### src/include/mhs_map.vh
/*
 * Constants of the modem handshake supervisor: register offsets, field
 * positions, reset values, response codes and timing counts.
 * Assumes inclusion by bare name from the design files.
 */
`ifndef MHS_MAP_VH
`define MHS_MAP_VH

// Clock and timebase
`define MHS_CLK_HZ              20000000
`define MHS_TICK_MS             10
`define MHS_TICK_CYCLES         ((`MHS_CLK_HZ / 1000) * `MHS_TICK_MS)
`define MHS_TICK_CNT_W          18

// Timeouts, in their own units, and as tick counts
`define MHS_CTS_TIMEOUT_S       30
`define MHS_CTS_TIMEOUT_TICKS   ((`MHS_CTS_TIMEOUT_S * 1000) / `MHS_TICK_MS)
`define MHS_CTS_CONST_MS        20
`define MHS_CTS_CONST_TICKS     (`MHS_CTS_CONST_MS / `MHS_TICK_MS)
`define MHS_TO_CNT_W            12

// Register offsets
`define MHS_REG_CTRL            8'h00
`define MHS_REG_MODEM           8'h04
`define MHS_REG_STATUS          8'h08
`define MHS_REG_RESP_STAT       8'h0c
`define MHS_REG_RESP_BYTE7      8'h10
`define MHS_REG_STATE           8'h14

// Control register fields
`define MHS_CTRL_LINE_START     0
`define MHS_CTRL_HALF_DUPLEX    1
`define MHS_CTRL_TX_REQ         2
`define MHS_CTRL_AUTO_ANSWER    3
`define MHS_CTRL_REMOTE_LOAD    4
`define MHS_CTRL_BOOT           5
`define MHS_CTRL_MASTER_CLEAR   7
`define MHS_CTRL_RESET          8'h00
`define MHS_CTRL_MASK           8'h3f

// Modem control register fields
`define MHS_MODEM_DTR           0

// Response codes carried in response byte seven
`define MHS_CODE_DSR_DROP       8'h01
`define MHS_CODE_CTS_FAIL       8'h02
`define MHS_CODE_RESET          8'h00

`endif

### src/verilog/mhs_supervisor.v
/*
 * Modem handshake supervisor: DSR interlock and drop detection, RTS/CTS
 * sequence with its timeouts, DTR control and disconnect reporting.
 * Assumes dsr_in and cts_in are synchronous to core_clk_in and a host
 * register port with read data one cycle after the read strobe.
 */
// Chosen here: the address-and-strobe port and the register addresses.
// Functional notes
// - No transmission while DSR is off, even after line start.
// - No timeout while waiting for the first DSR; wait forever.
// - DSR off 10 ms after seen: resync, idle, drop DTR, queue event.
// - Host write of modem control reasserts DTR after a disconnect.
// - RTS already on skips check; CTS on waits 10-20 ms then RTS.
// - Transmission waits for CTS; 30 s timeout gives CTS failure.
// - With RTS on, CTS sampled each 10 ms; 30 s off fails.
// - Half duplex: RTS AND half-duplex disables the receiver.
// - CTS failure code is placed in response byte seven.
// - DTR cleared on power-up reset and on master clear.
// - After error drop, DTR returns on auto answer, remote load or boot.
`timescale 1ns/1ns
`include "mhs_map.vh"

module mhs_supervisor #(
    parameter TICK_CYCLES = `MHS_TICK_CYCLES
) (
    // Clock and reset
    input  wire       core_clk_in,
    input  wire       nrst_in,
    // Register port
    input  wire [7:0] reg_addr_in,
    input  wire [7:0] reg_wdata_in,
    input  wire       reg_wr_in,
    input  wire       reg_rd_in,
    output reg  [7:0] reg_rdata_out,
    // Modem circuits
    input  wire       dsr_in,
    input  wire       cts_in,
    output reg        rts_out,
    output reg        dtr_out,
    // Line unit control
    output reg        tx_enable_out,
    output reg        rx_enable_out,
    output reg        resync_out,
    output reg        idle_out,
    output reg        event_valid_out
);

    localparam [2:0] ST_IDLE     = 3'd0;
    localparam [2:0] ST_WAIT_DSR = 3'd1;
    localparam [2:0] ST_READY    = 3'd2;
    localparam [2:0] ST_CTS_CHK  = 3'd3;
    localparam [2:0] ST_RTS_ON   = 3'd4;
    localparam [2:0] ST_RECOVER  = 3'd5;

    localparam [31:0]              CTS_TO_32    = `MHS_CTS_TIMEOUT_TICKS;
    localparam [31:0]              CTS_CONST_32 = `MHS_CTS_CONST_TICKS;
    localparam [`MHS_TO_CNT_W-1:0] CTS_TO       = CTS_TO_32[`MHS_TO_CNT_W-1:0];
    localparam [`MHS_TO_CNT_W-1:0] CTS_CONST    = CTS_CONST_32[`MHS_TO_CNT_W-1:0];

    // Recovery actions {queue, drop_dtr, idle, resync} per cause and step
    function [3:0] rec_action;
        input       cts_cause;
        input [1:0] step;
        begin
            case ({cts_cause, step})
                3'b100:  rec_action = 4'b1000;
                3'b101:  rec_action = 4'b0001;
                3'b110:  rec_action = 4'b0010;
                3'b111:  rec_action = 4'b0100;
                3'b000:  rec_action = 4'b0001;
                3'b001:  rec_action = 4'b0010;
                3'b010:  rec_action = 4'b0100;
                default: rec_action = 4'b1000;
            endcase
        end
    endfunction

    wire                      tick;
    reg  [7:0]                ctrl_q;
    reg  [2:0]                state_q,  state_d;
    reg  [1:0]                step_q,   step_d;
    reg                       cause_q,  cause_d;
    reg  [`MHS_TO_CNT_W-1:0]  cnt_q,    cnt_d;
    reg                       rts_d;
    reg                       dsr_seen_q, dsr_seen_d;
    reg                       dsr_low_q;
    reg                       err_drop_q, err_drop_d;
    reg                       dtr_d;
    reg                       resp_ovr_q;
    reg  [7:0]                resp_code_q;
    reg  [3:0]                act;

    mhs_tick #(
        .CNT_W       (`MHS_TICK_CNT_W),
        .TICK_CYCLES (TICK_CYCLES)
    ) u_tick (
        .core_clk_in (core_clk_in),
        .nrst_in     (nrst_in),
        .tick_out    (tick)
    );

    wire mclr     = reg_wr_in && reg_addr_in == `MHS_REG_CTRL
                    && reg_wdata_in[`MHS_CTRL_MASTER_CLEAR];
    wire modem_wr = reg_wr_in && reg_addr_in == `MHS_REG_MODEM;
    wire pop      = reg_rd_in && reg_addr_in == `MHS_REG_RESP_BYTE7;
    wire line_on  = ctrl_q[`MHS_CTRL_LINE_START];
    wire tx_req   = ctrl_q[`MHS_CTRL_TX_REQ];
    wire half_dup = ctrl_q[`MHS_CTRL_HALF_DUPLEX];

    // DSR low at two successive ticks with no rise between: 10 ms off
    wire dsr_drop = tick && !dsr_in && dsr_low_q && dsr_seen_q
                    && state_q != ST_RECOVER;

    // Main sequencer
    always @* begin
        state_d    = state_q;
        step_d     = step_q;
        cause_d    = cause_q;
        cnt_d      = cnt_q;
        rts_d      = rts_out;
        dsr_seen_d = dsr_seen_q;
        act        = 4'b0000;
        case (state_q)
            ST_IDLE: begin
                rts_d = 1'b0;
                if (line_on) begin
                    state_d = ST_WAIT_DSR;
                end
            end
            ST_WAIT_DSR: begin
                // No timer here; host software owns this wait
                if (dsr_in && dtr_out) begin
                    dsr_seen_d = 1'b1;
                    state_d    = ST_READY;
                end
            end
            ST_READY: begin
                rts_d = 1'b0;
                if (tx_req) begin
                    cnt_d = {`MHS_TO_CNT_W{1'b0}};
                    if (rts_out || !cts_in) begin
                        rts_d   = 1'b1;
                        state_d = ST_RTS_ON;
                    end else begin
                        state_d = ST_CTS_CHK;
                    end
                end
            end
            ST_CTS_CHK: begin
                // Second tick boundary falls 10 to 20 ms after entry
                if (!tx_req) begin
                    state_d = ST_READY;
                end else if (!cts_in || cnt_q == CTS_CONST) begin
                    rts_d   = 1'b1;
                    cnt_d   = {`MHS_TO_CNT_W{1'b0}};
                    state_d = ST_RTS_ON;
                end else if (tick) begin
                    cnt_d = cnt_q + 1'b1;
                end
            end
            ST_RTS_ON: begin
                if (!tx_req) begin
                    rts_d   = 1'b0;
                    state_d = ST_READY;
                end else if (tick) begin
                    if (cts_in) begin
                        cnt_d = {`MHS_TO_CNT_W{1'b0}};
                    end else if (cnt_q == CTS_TO - 1'b1) begin
                        cause_d = 1'b1;
                        step_d  = 2'd0;
                        rts_d   = 1'b0;
                        state_d = ST_RECOVER;
                    end else begin
                        cnt_d = cnt_q + 1'b1;
                    end
                end
            end
            ST_RECOVER: begin
                act    = rec_action(cause_q, step_q);
                step_d = step_q + 1'b1;
                if (step_q == 2'd3) begin
                    dsr_seen_d = 1'b0;
                    state_d    = ST_WAIT_DSR;
                end
            end
            default: begin
                state_d = ST_IDLE;
            end
        endcase
        if (dsr_drop) begin
            cause_d = 1'b0;
            step_d  = 2'd0;
            rts_d   = 1'b0;
            state_d = ST_RECOVER;
        end
        if (mclr || (!line_on && state_q != ST_RECOVER)) begin
            rts_d      = 1'b0;
            dsr_seen_d = 1'b0;
            state_d    = ST_IDLE;
        end
    end

    // DTR control
    always @* begin
        dtr_d      = dtr_out;
        err_drop_d = err_drop_q;
        if (mclr) begin
            dtr_d      = 1'b0;
            err_drop_d = 1'b0;
        end else if (act[2]) begin
            dtr_d      = 1'b0;
            err_drop_d = 1'b1;
        end else if (modem_wr) begin
            dtr_d      = reg_wdata_in[`MHS_MODEM_DTR];
            err_drop_d = 1'b0;
        end else if (err_drop_q && (ctrl_q[`MHS_CTRL_AUTO_ANSWER]
                     || ctrl_q[`MHS_CTRL_REMOTE_LOAD] || ctrl_q[`MHS_CTRL_BOOT])) begin
            dtr_d      = 1'b1;
            err_drop_d = 1'b0;
        end
    end

    always @(posedge core_clk_in or negedge nrst_in) begin
        if (!nrst_in) begin
            state_q         <= ST_IDLE;
            step_q          <= 2'd0;
            cause_q         <= 1'b0;
            cnt_q           <= {`MHS_TO_CNT_W{1'b0}};
            dsr_seen_q      <= 1'b0;
            dsr_low_q       <= 1'b0;
            err_drop_q      <= 1'b0;
            ctrl_q          <= `MHS_CTRL_RESET;
            rts_out         <= 1'b0;
            dtr_out         <= 1'b0;
            tx_enable_out   <= 1'b0;
            rx_enable_out   <= 1'b1;
            resync_out      <= 1'b0;
            idle_out        <= 1'b0;
            event_valid_out <= 1'b0;
            resp_ovr_q      <= 1'b0;
            resp_code_q     <= `MHS_CODE_RESET;
            reg_rdata_out   <= 8'h00;
        end else begin
            state_q    <= state_d;
            step_q     <= step_d;
            cause_q    <= cause_d;
            cnt_q      <= cnt_d;
            dsr_seen_q <= dsr_seen_d;
            err_drop_q <= err_drop_d;
            rts_out    <= rts_d;
            dtr_out    <= dtr_d;
            if (dsr_in) begin
                dsr_low_q <= 1'b0;
            end else if (tick) begin
                dsr_low_q <= 1'b1;
            end
            if (reg_wr_in && reg_addr_in == `MHS_REG_CTRL) begin
                ctrl_q <= reg_wdata_in & `MHS_CTRL_MASK;
            end
            // Transmit only with DSR, DTR and returned CTS
            tx_enable_out <= state_d == ST_RTS_ON && rts_d && cts_in
                             && dsr_in && dtr_d;
            rx_enable_out <= !(rts_d && half_dup);
            resync_out    <= act[0];
            idle_out      <= act[1];
            // Event queue: a new event wins over a pop in the same cycle
            if (act[3]) begin
                event_valid_out <= 1'b1;
                resp_ovr_q      <= event_valid_out && !pop;
                resp_code_q     <= cause_q ? `MHS_CODE_CTS_FAIL
                                           : `MHS_CODE_DSR_DROP;
            end else if (pop) begin
                event_valid_out <= 1'b0;
                resp_ovr_q      <= 1'b0;
            end
            if (reg_rd_in) begin
                case (reg_addr_in)
                    `MHS_REG_CTRL:       reg_rdata_out <= ctrl_q;
                    `MHS_REG_MODEM:      reg_rdata_out <= {7'h00, dtr_out};
                    `MHS_REG_STATUS:     reg_rdata_out <= {1'b0, err_drop_q, dsr_seen_q,
                                                           tx_enable_out, dtr_out, rts_out,
                                                           cts_in, dsr_in};
                    `MHS_REG_RESP_STAT:  reg_rdata_out <= {6'h00, resp_ovr_q,
                                                           event_valid_out};
                    `MHS_REG_RESP_BYTE7: reg_rdata_out <= resp_code_q;
                    `MHS_REG_STATE:      reg_rdata_out <= {5'h00, state_q};
                    default:             reg_rdata_out <= 8'h00;
                endcase
            end else begin
                reg_rdata_out <= 8'h00;
            end
        end
    end

endmodule // mhs_supervisor

### src/verilog/mhs_tick.v
/*
 * Shared timebase divider: one-cycle tick every TICK_CYCLES clocks.
 * Assumes a single free-running clock and an asynchronous active-low reset.
 */
`timescale 1ns/1ns

module mhs_tick #(
    parameter CNT_W       = 18,
    parameter TICK_CYCLES = 200000
) (
    // Clock and reset
    input  wire core_clk_in,
    input  wire nrst_in,
    // Tick
    output reg  tick_out
);

    localparam [31:0]      LAST_32 = TICK_CYCLES - 1;
    localparam [CNT_W-1:0] LAST    = LAST_32[CNT_W-1:0];

    reg [CNT_W-1:0] cnt_q;

    always @(posedge core_clk_in or negedge nrst_in) begin
        if (!nrst_in) begin
            cnt_q    <= {CNT_W{1'b0}};
            tick_out <= 1'b0;
        end else if (cnt_q == LAST) begin
            cnt_q    <= {CNT_W{1'b0}};
            tick_out <= 1'b1;
        end else begin
            cnt_q    <= cnt_q + 1'b1;
            tick_out <= 1'b0;
        end
    end

endmodule // mhs_tick
### config.mk
export PLATFORM = sky130hd
export DESIGN_NAME = mhs_supervisor
export DESIGN_NICKNAME = d
export VERILOG_FILES = /design/src/verilog/mhs_supervisor.v /design/src/verilog/mhs_tick.v
export VERILOG_INCLUDE_DIRS = /design/src /design/src/include
export SDC_FILE = /design/constraint.sdc
export NUM_CORES = 1
export LEC_CHECK = 0
export ABC_AREA = 0
export ABC_CLOCK_PERIOD_IN_PS = 2100
export CAP_MARGIN = 10
export CORE_MARGIN = 2
export CORE_UTILIZATION = 55
export DETAILED_ROUTE_END_ITERATION = 16
export DONT_BUFFER_PORTS = 1
export MAX_ROUTING_LAYER = met4
export PLACE_DENSITY_LB_ADDON = 0.25
export RECOVER_POWER = 50
export SLEW_MARGIN = 40
export SYNTH_ARGS = -nofsm -noshare
export SYNTH_HDL_FRONTEND = slang
export SYNTH_SLANG_ARGS = --single-unit
export TNS_END_PERCENT = 10
### constraint.sdc
create_clock -name core_clk_in -period 2.1 [get_ports core_clk_in]
set_input_delay 0.21 -clock core_clk_in [delete_from_list [all_inputs] [get_ports core_clk_in]]
set_output_delay 0.21 -clock core_clk_in [all_outputs]
set_load 0.02 [all_outputs]
==> results.py, run 1 <==
metrics = {
    "clock_tree": {
        "root_buffer": "clkbuf_8",
        "cts.sinks": 63,
        "cts.htree.levels": 3,
        "cts_tree": "yes",
        "clk_latency_ns": 0.35,
        "path_clk_slew_ns": 0.08,
        "cts_buffers": 9,
        "cts.path.max_buffers": 2,
    },
    "floorplanning": {
        "die_area_sq_um": 6840,
        "start_util": 0.5721,
        "io_pins": 37,
        "die_w_um": 82.71,
        "num_rows": 28,
        "die_y_um": 82.71,
        "coreArea_sq_um": 5956,
    },
    "sta": {
        "max_slew_margin": -0.02107,
        "fin_crit_ns": 1.988,
        "hold_viol_final": 0,
        "tightest_slew_ns": 1.532,
        "timing.final.ws_setup_ns": 0.1118,
        "fmax_mhz": 503.0,
        "setup_violations": 0,
        "slew_viol_final": 64,
        "fin_crit_sh": 0.9467,
        "fin_worst_skew_ns": 0.01572,
        "final.setup.tns_ns": 0,
        "holdWs_ns": 0.02066,
    },
    "place": {
        "hpwl_um": 5160,
        "place_ws_ns": 0.03822,
        "dp_cells": 423,
        "place.gp.congestion": 0.8487,
        "io_buffer_count": 0,
        "place_area_sq_um": 3535,
    },
    "detailed_routing": {
        "wirelength_um": 7394,
        "viasPerCell": 5.945,
        "dr.pass1.iters": 5,
        "drc": 0,
        "vias": 2687,
        "drt_iter0_drc": 162,
        "wl_per_cell_um": 16.36,
        "drt.antenna.violating_nets": 0,
    },
    "global_routing": {
        "grt_overflow": 0,
        "first_global_vias": 2610,
        "grt_usage": 0.2462,
        "antenna_found_initial": 0,
        "grt_pass1_wl_um": 12250,
        "grt_max_degree": 64,
    },
    "min_path": {
        "hold_path_depth": 1,
        "hold_class": "in2reg",
    },
    "status": {
        "violations": "max-capacitance violations, max-slew violations",
        "status": "complete, but fails checks",
    },
    "setup_path": {
        "start_kind": "register",
        "end_kind": "register",
        "cp_max_fo": 4,
        "crit_required_ns": 2.38,
        "path_class": "reg2reg",
        "critical_path_arrival_ns": 2.27,
        "ff2ff_setup_slack_ns": 0.11,
        "worstRegToRegCells": 7,
    },
    "pwr": {
        "power_density_nw_per_um2": 666.0,
        "ir_worst_vdd_mv": 0.4024,
        "p_total_mw": 2.589,
        "p_leak_nw": 1.731,
    },
    "synthesis": {
        "synth_common_cells": "62 x dfrtp_1, 32 x nand2_1, 28 x nor2_1, 21 x nand3_1, 16 x a21oi_1",
        "ys_types": 55,
        "synth_area_sq_um": 3407,
        "synth_warnings": 0,
        "synth_area_per_cell_sq_um": 9.847,
        "synthCells": 346,
        "synth_mux_area_frac": 0.04444,
        "synth_top_area_share": 0.4554,
        "synth_xor_area_frac": 0.03599,
        "yosysSeqAreaShare": 0.4631,
        "yosys.area_share.simple": 0.2596,
        "synth_top_family_by_area": "simple AND/OR/NAND/NOR gates",
        "synth.net_count": 375,
        "yosysMostFrequentCell": "dfrtp_1",
        "synth_top_area_cell": "dfrtp_1",
        "async_flop_share": 1.000,
        "synth_area_leaders": "dfrtp_1 46%, nand2_1 3.5%, nand3_1 3.1%",
        "synth_edf_count": 0,
        "synth_fa_ha_area_frac": 0.02571,
        "synth_compound_area_frac": 0.1414,
        "ys_seq_elements": 63,
        "synth-main-ff-cell": "dfrtp_1",
    },
    "cells_and_area": {
        "finalNetCount": 401,
        "fin_area_sq_um": 3887,
        "n_antenna_cell": 0,
        "drive_gt1_frac": 0.1538,
        "finalCoreUtilization": 0.6527,
        "syn_to_final_growth_pct": 14.10,
        "fin_cells": 452,
    },
    "run": {
        "drv_cap": 1,
    },
}
## layout make-up
cell class	count	area [sq um]
inverters	9	33.78
well taps	75	93.84
fillers	461	2068
flip-flops and latches	63	1578
clock buffers	9	123.9
multi-input cells	263	1740
clock inverters	7	102.6
repair buffers	26	215.2
## where the power goes
group	switching, mW	total [mW]	internal (mW)	leakage [nW]
registers	0.0474	1.28	1.23	0.823
logic	0.0575	0.107	0.0492	0.791
clock network	0.519	1.20	0.684	0.116
## routing by layer
layer | GRT usage | vias to the layer above | share of wire
li1 | - | 1309 | -
met1 | 0.2986 | 1284 | 0.45
met2 | 0.3952 | 78 | 0.48
met3 | 0.06630 | 16 | 0.057
met4 | 0.09180 | 0 | 0.016
met5 | - | - | 0
## critical path, cell delays in order (launching register included)
cell and delay [ns]:
dfrtp_1 0.41, inv_1 0.11, ha_1 0.15, nor4b_2 0.27, and4_1 0.30, o211ai_2 0.14
a311oi_2 0.31, and4_1 0.24
## path summary, 6_finish.rpt
path	from	end
max	cnt_q[0]$_DFFE_PN0P_	tx_enable_out$_DFF_PN0_
min	reg_wdata_in[2]	ctrl_q[2]$_DFFE_PN0P_
max reg2reg	cnt_q[0]$_DFFE_PN0P_	tx_enable_out$_DFF_PN0_
min reg2reg	ctrl_q[1]$_DFFE_PN0P_	rx_enable_out$_DFF_PN1_
max in group asynchronous	nrst_in	cnt_q[1]$_DFFE_PN0P_
min in group asynchronous	nrst_in	step_q[1]$_DFFE_PN0P_
## state kept, by name, indices dropped and copies added, names as in the netlist, 2 cells and up
signal,cells
ctrl_q,6
state_q,3
reg_rdata_out,7
cnt_q,12
step_q,2
u_tick.cnt_q,18
resp_code_q,2
## repair_timing
action	CTS	global route
resized for setup	0	1
setup endpoints to repair	0	11
setup buffers	0	3
hold buffers	9	1
hold endpoints to repair	70	1
## kinds of logic (layout without fill, tap and decap cells)
group | Yosys count | in the layout
adders and majority gates | 7 | 7
and+or+nand+nor | 157 | 157
other | 1 | 1
DFF | 63 | 63
muxes | 14 | 14
xor gates and xnor gates | 14 | 14
buffers and inverters | 20 | 51
AOI/OAI and AO/OA | 70 | 70
## placed cells by master (no fill, tap or decap), types with 4 or more instances in the layout
| cell type | netlist | routed |
|---|---|---|
| nor2_1 | 28 | 28 |
| nand2b_1 | 6 | 6 |
| and4_1 | 4 | 4 |
| nand4_1 | 10 | 10 |
| buf_4 | 3 | 16 |
| o211ai_1 | 8 | 8 |
| xor2_1 | 8 | 8 |
| a21oi_1 | 16 | 16 |
| and3_1 | 7 | 7 |
| nand3_1 | 21 | 21 |
| clkbuf_8 | 0 | 9 |
| o2bb2ai_1 | 10 | 10 |
| xnor2_1 | 6 | 6 |
| or3_1 | 6 | 6 |
| inv_1 | 9 | 9 |
| ha_1 | 7 | 7 |
| mux2_2 | 9 | 9 |
| o21ai_0 | 13 | 13 |
| dfrtp_1 | 62 | 62 |
| dlygate4sd3_1 | 0 | 9 |
| a31oi_1 | 6 | 6 |
| nor3_1 | 8 | 8 |
| nand2_1 | 32 | 32 |
| a22oi_1 | 6 | 6 |
| mux2i_1 | 5 | 5 |
| nor2b_1 | 8 | 8 |
Note: power is estimated with default switching activity, not from simulation.
==> run 2, diff against run 1 <==
ABC_CLOCK_PERIOD_IN_PS = 1900   (was 2100)
clock period = 1.9 ns   (was 2.1 ns; I/O delays follow)
==> run 2 against run 1 <==
Net effect:
- the flow now finishes without violations
- global-route usage is 1.3 points higher
- count of clock-buffer cells in the layout stayed put
- cell count is 2.7% higher
- sequential power is 10% higher
- combinational power is 19% higher
- critical endpoint unchanged
- sequential share of layout area is 1.1 points lower
- total power is 6.1% higher
==> results.py, run 2 (synthesis gave the netlist of run 1 again) <==
metrics = {
    "global_routing": {
        "grt_usage": 0.2589,
        "grt_overflow": 0,
        "grt_pass1_wl_um": 12740,
        "first_global_vias": 2773,
        "antenna_found_initial": 0,
        "grt_max_degree": 64,
    },
    "setup_path": {
        "r2r_end": "tx_enable_out$_DFF_PN0_",
        "worst_path_max_delay_cell": "dfrtp_1",
        "crit_required_ns": 2.19,
        "path_class": "reg2reg",
        "ff2ff_setup_slack_ns": 0.03,
        "reg2reg_from": "cnt_q[0]$_DFFE_PN0P_",
        "worstRegToRegCells": 7,
        "crit_path_max_incr_delay_ns": 0.41,
        "start_kind": "register",
        "critPathBufInv": 1,
        "cp_max_fo": 4,
        "cp_top_family": "simple AND/OR/NAND/NOR gates",
        "crit_chain": "inv_2, ha_4, nor4b_4, and4_4, o211ai_4, a311oi_2, and4_1",
        "end_kind": "register",
        "critical_path_arrival_ns": 2.17,
    },
    "floorplanning": {
        "coreArea_sq_um": 5956,
        "start_util": 0.5721,
        "io_pins": 37,
        "die_area_sq_um": 6840,
        "die_y_um": 82.71,
        "num_rows": 28,
        "die_w_um": 82.71,
    },
    "cells_and_area": {
        "reg_top3": "u_tick.cnt_q (18), cnt_q (12), reg_rdata_out (7)",
        "drive_gt1_frac": 0.1979,
        "syn_to_final_growth_pct": 17.26,
        "largest_reg_flops": 18,
        "final_cell_mix": "61 x dfrtp_1, 31 x nand2_1, 28 x nor2_1",
        "final_common_cell": "dfrtp_1",
        "finalCoreUtilization": 0.6708,
        "fin_cells": 464,
        "n_antenna_cell": 0,
        "finalNetCount": 413,
        "fin_area_sq_um": 3995,
        "top_register": "u_tick.cnt_q",
    },
    "pwr": {
        "p_total_mw": 2.747,
        "power_density_nw_per_um2": 687.5,
        "ir_worst_vdd_mv": 0.4364,
        "p_leak_nw": 1.755,
    },
    "sta": {
        "fin_worst_skew_ns": 0.01570,
        "fin_crit_sh": 0.9865,
        "fmax_mhz": 533.5,
        "hold_viol_final": 0,
        "max_slew_margin": 0.4434,
        "timing.final.ws_setup_ns": 0.02570,
        "final.setup.tns_ns": 0,
        "setup_violations": 0,
        "fin_crit_ns": 1.874,
        "rsz0062_at_grt": "yes",
        "holdWs_ns": 0.03911,
        "slew_viol_final": 0,
        "tightest_slew_ns": 0.8349,
    },
    "clock_tree": {
        "clk_latency_ns": 0.35,
        "cts.sinks": 63,
        "cts_tree": "yes",
        "path_clk_slew_ns": 0.09,
        "root_buffer": "clkbuf_8",
        "cts_buffers": 9,
        "cts.htree.levels": 3,
        "cts.path.max_buffers": 2,
    },
    "place": {
        "place_area_sq_um": 3617,
        "place_ws_ns": -0.01265,
        "io_buffer_count": 0,
        "hpwl_um": 5326,
        "dp_cells": 434,
        "place.gp.congestion": 0.8599,
    },
    "detailed_routing": {
        "vias": 2837,
        "drc": 0,
        "drt_iter0_drc": 267,
        "wirelength_um": 8075,
        "drt.antenna.violating_nets": 0,
        "viasPerCell": 6.114,
        "wl_per_cell_um": 17.40,
        "dr.pass1.iters": 4,
    },
    "run": {
        "drv_cap": 0,
    },
    "min_path": {
        "hold_class": "in2reg",
        "hold_end": "event_valid_out$_DFFE_PN0P_",
        "hold_path_depth": 3,
        "min-delay-start": "reg_rd_in",
    },
    "status": {
        "status": "finished clean",
    },
}
## run 2: changes by cell type in the layout (fill, tap and decap cells not counted), sizes merged
cell | previous run | this run
bufinv | 2 | 1
buf | 16 | 27
clkinvlp | 0 | 1
dlygate4sd3 | 9 | 10
## run 2: cell type report
cell class | count | area [sq um]
fill | 453 | 1961
multi-input combinational | 263 | 1777
sequential | 63 | 1579
timing repair buffer | 38 | 310.3
clock buffer | 9 | 123.9
tap | 75 | 93.84
clock inverter | 7 | 77.57
inverter | 9 | 33.78
## run 2: worst max-delay path by stage
stage | start | to | slack (ns) | cells after the start
6_report | cnt_q[0]$_DFFE_PN0P_ | tx_enable_out$_DFF_PN0_ | 0.03 | 7
3_5_place_dp | cnt_q[0]$_DFFE_PN0P_ | rx_enable_out$_DFF_PN1_ | -0.01 | 8
4_1_cts | cnt_q[10]$_DFFE_PN0P_ | cnt_q[9]$_DFFE_PN0P_ | 0.04 | 6
5_1_grt | cnt_q[0]$_DFFE_PN0P_ | tx_enable_out$_DFF_PN0_ | -0.08 | 7
3_3_place_gp | cnt_q[0]$_DFFE_PN0P_ | tx_enable_out$_DFF_PN0_ | 0.04 | 7
2_1_floorplan | cnt_q[3]$_DFFE_PN0P_ | cnt_q[2]$_DFFE_PN0P_ | 0.17 | 7
## run 2: per-layer routing
metal	wire, um	global-route usage
met5	0	-
met4	165	0.1115
met3	407	0.06848
met2	4101	0.4266
met1	3401	0.2985
## run 2: worst register-to-register path, cell delays in order (launching register included)
cell and delay (ns):
dfrtp_1 0.41, inv_2 0.09, ha_4 0.12, nor4b_4 0.26, and4_4 0.30, o211ai_4 0.09
a311oi_2 0.31, and4_1 0.24
## run 2: timing repair
action	CTS	global route
pin swaps	0	6
setup buffers	0	3
endpoints found under the hold margin	72	0
gates resized for setup	1	10
setup endpoints to repair	2	15
hold buffers	11	0
## run 2: power by group
part	total [mW]	switching (mW)	leakage, nW	internal, mW
Combinational	0.127	0.0702	0.831	0.0570
Clock	1.21	0.587	0.101	0.619
Sequential	1.41	0.0514	0.823	1.36
Total	2.75	0.709	1.75	2.04
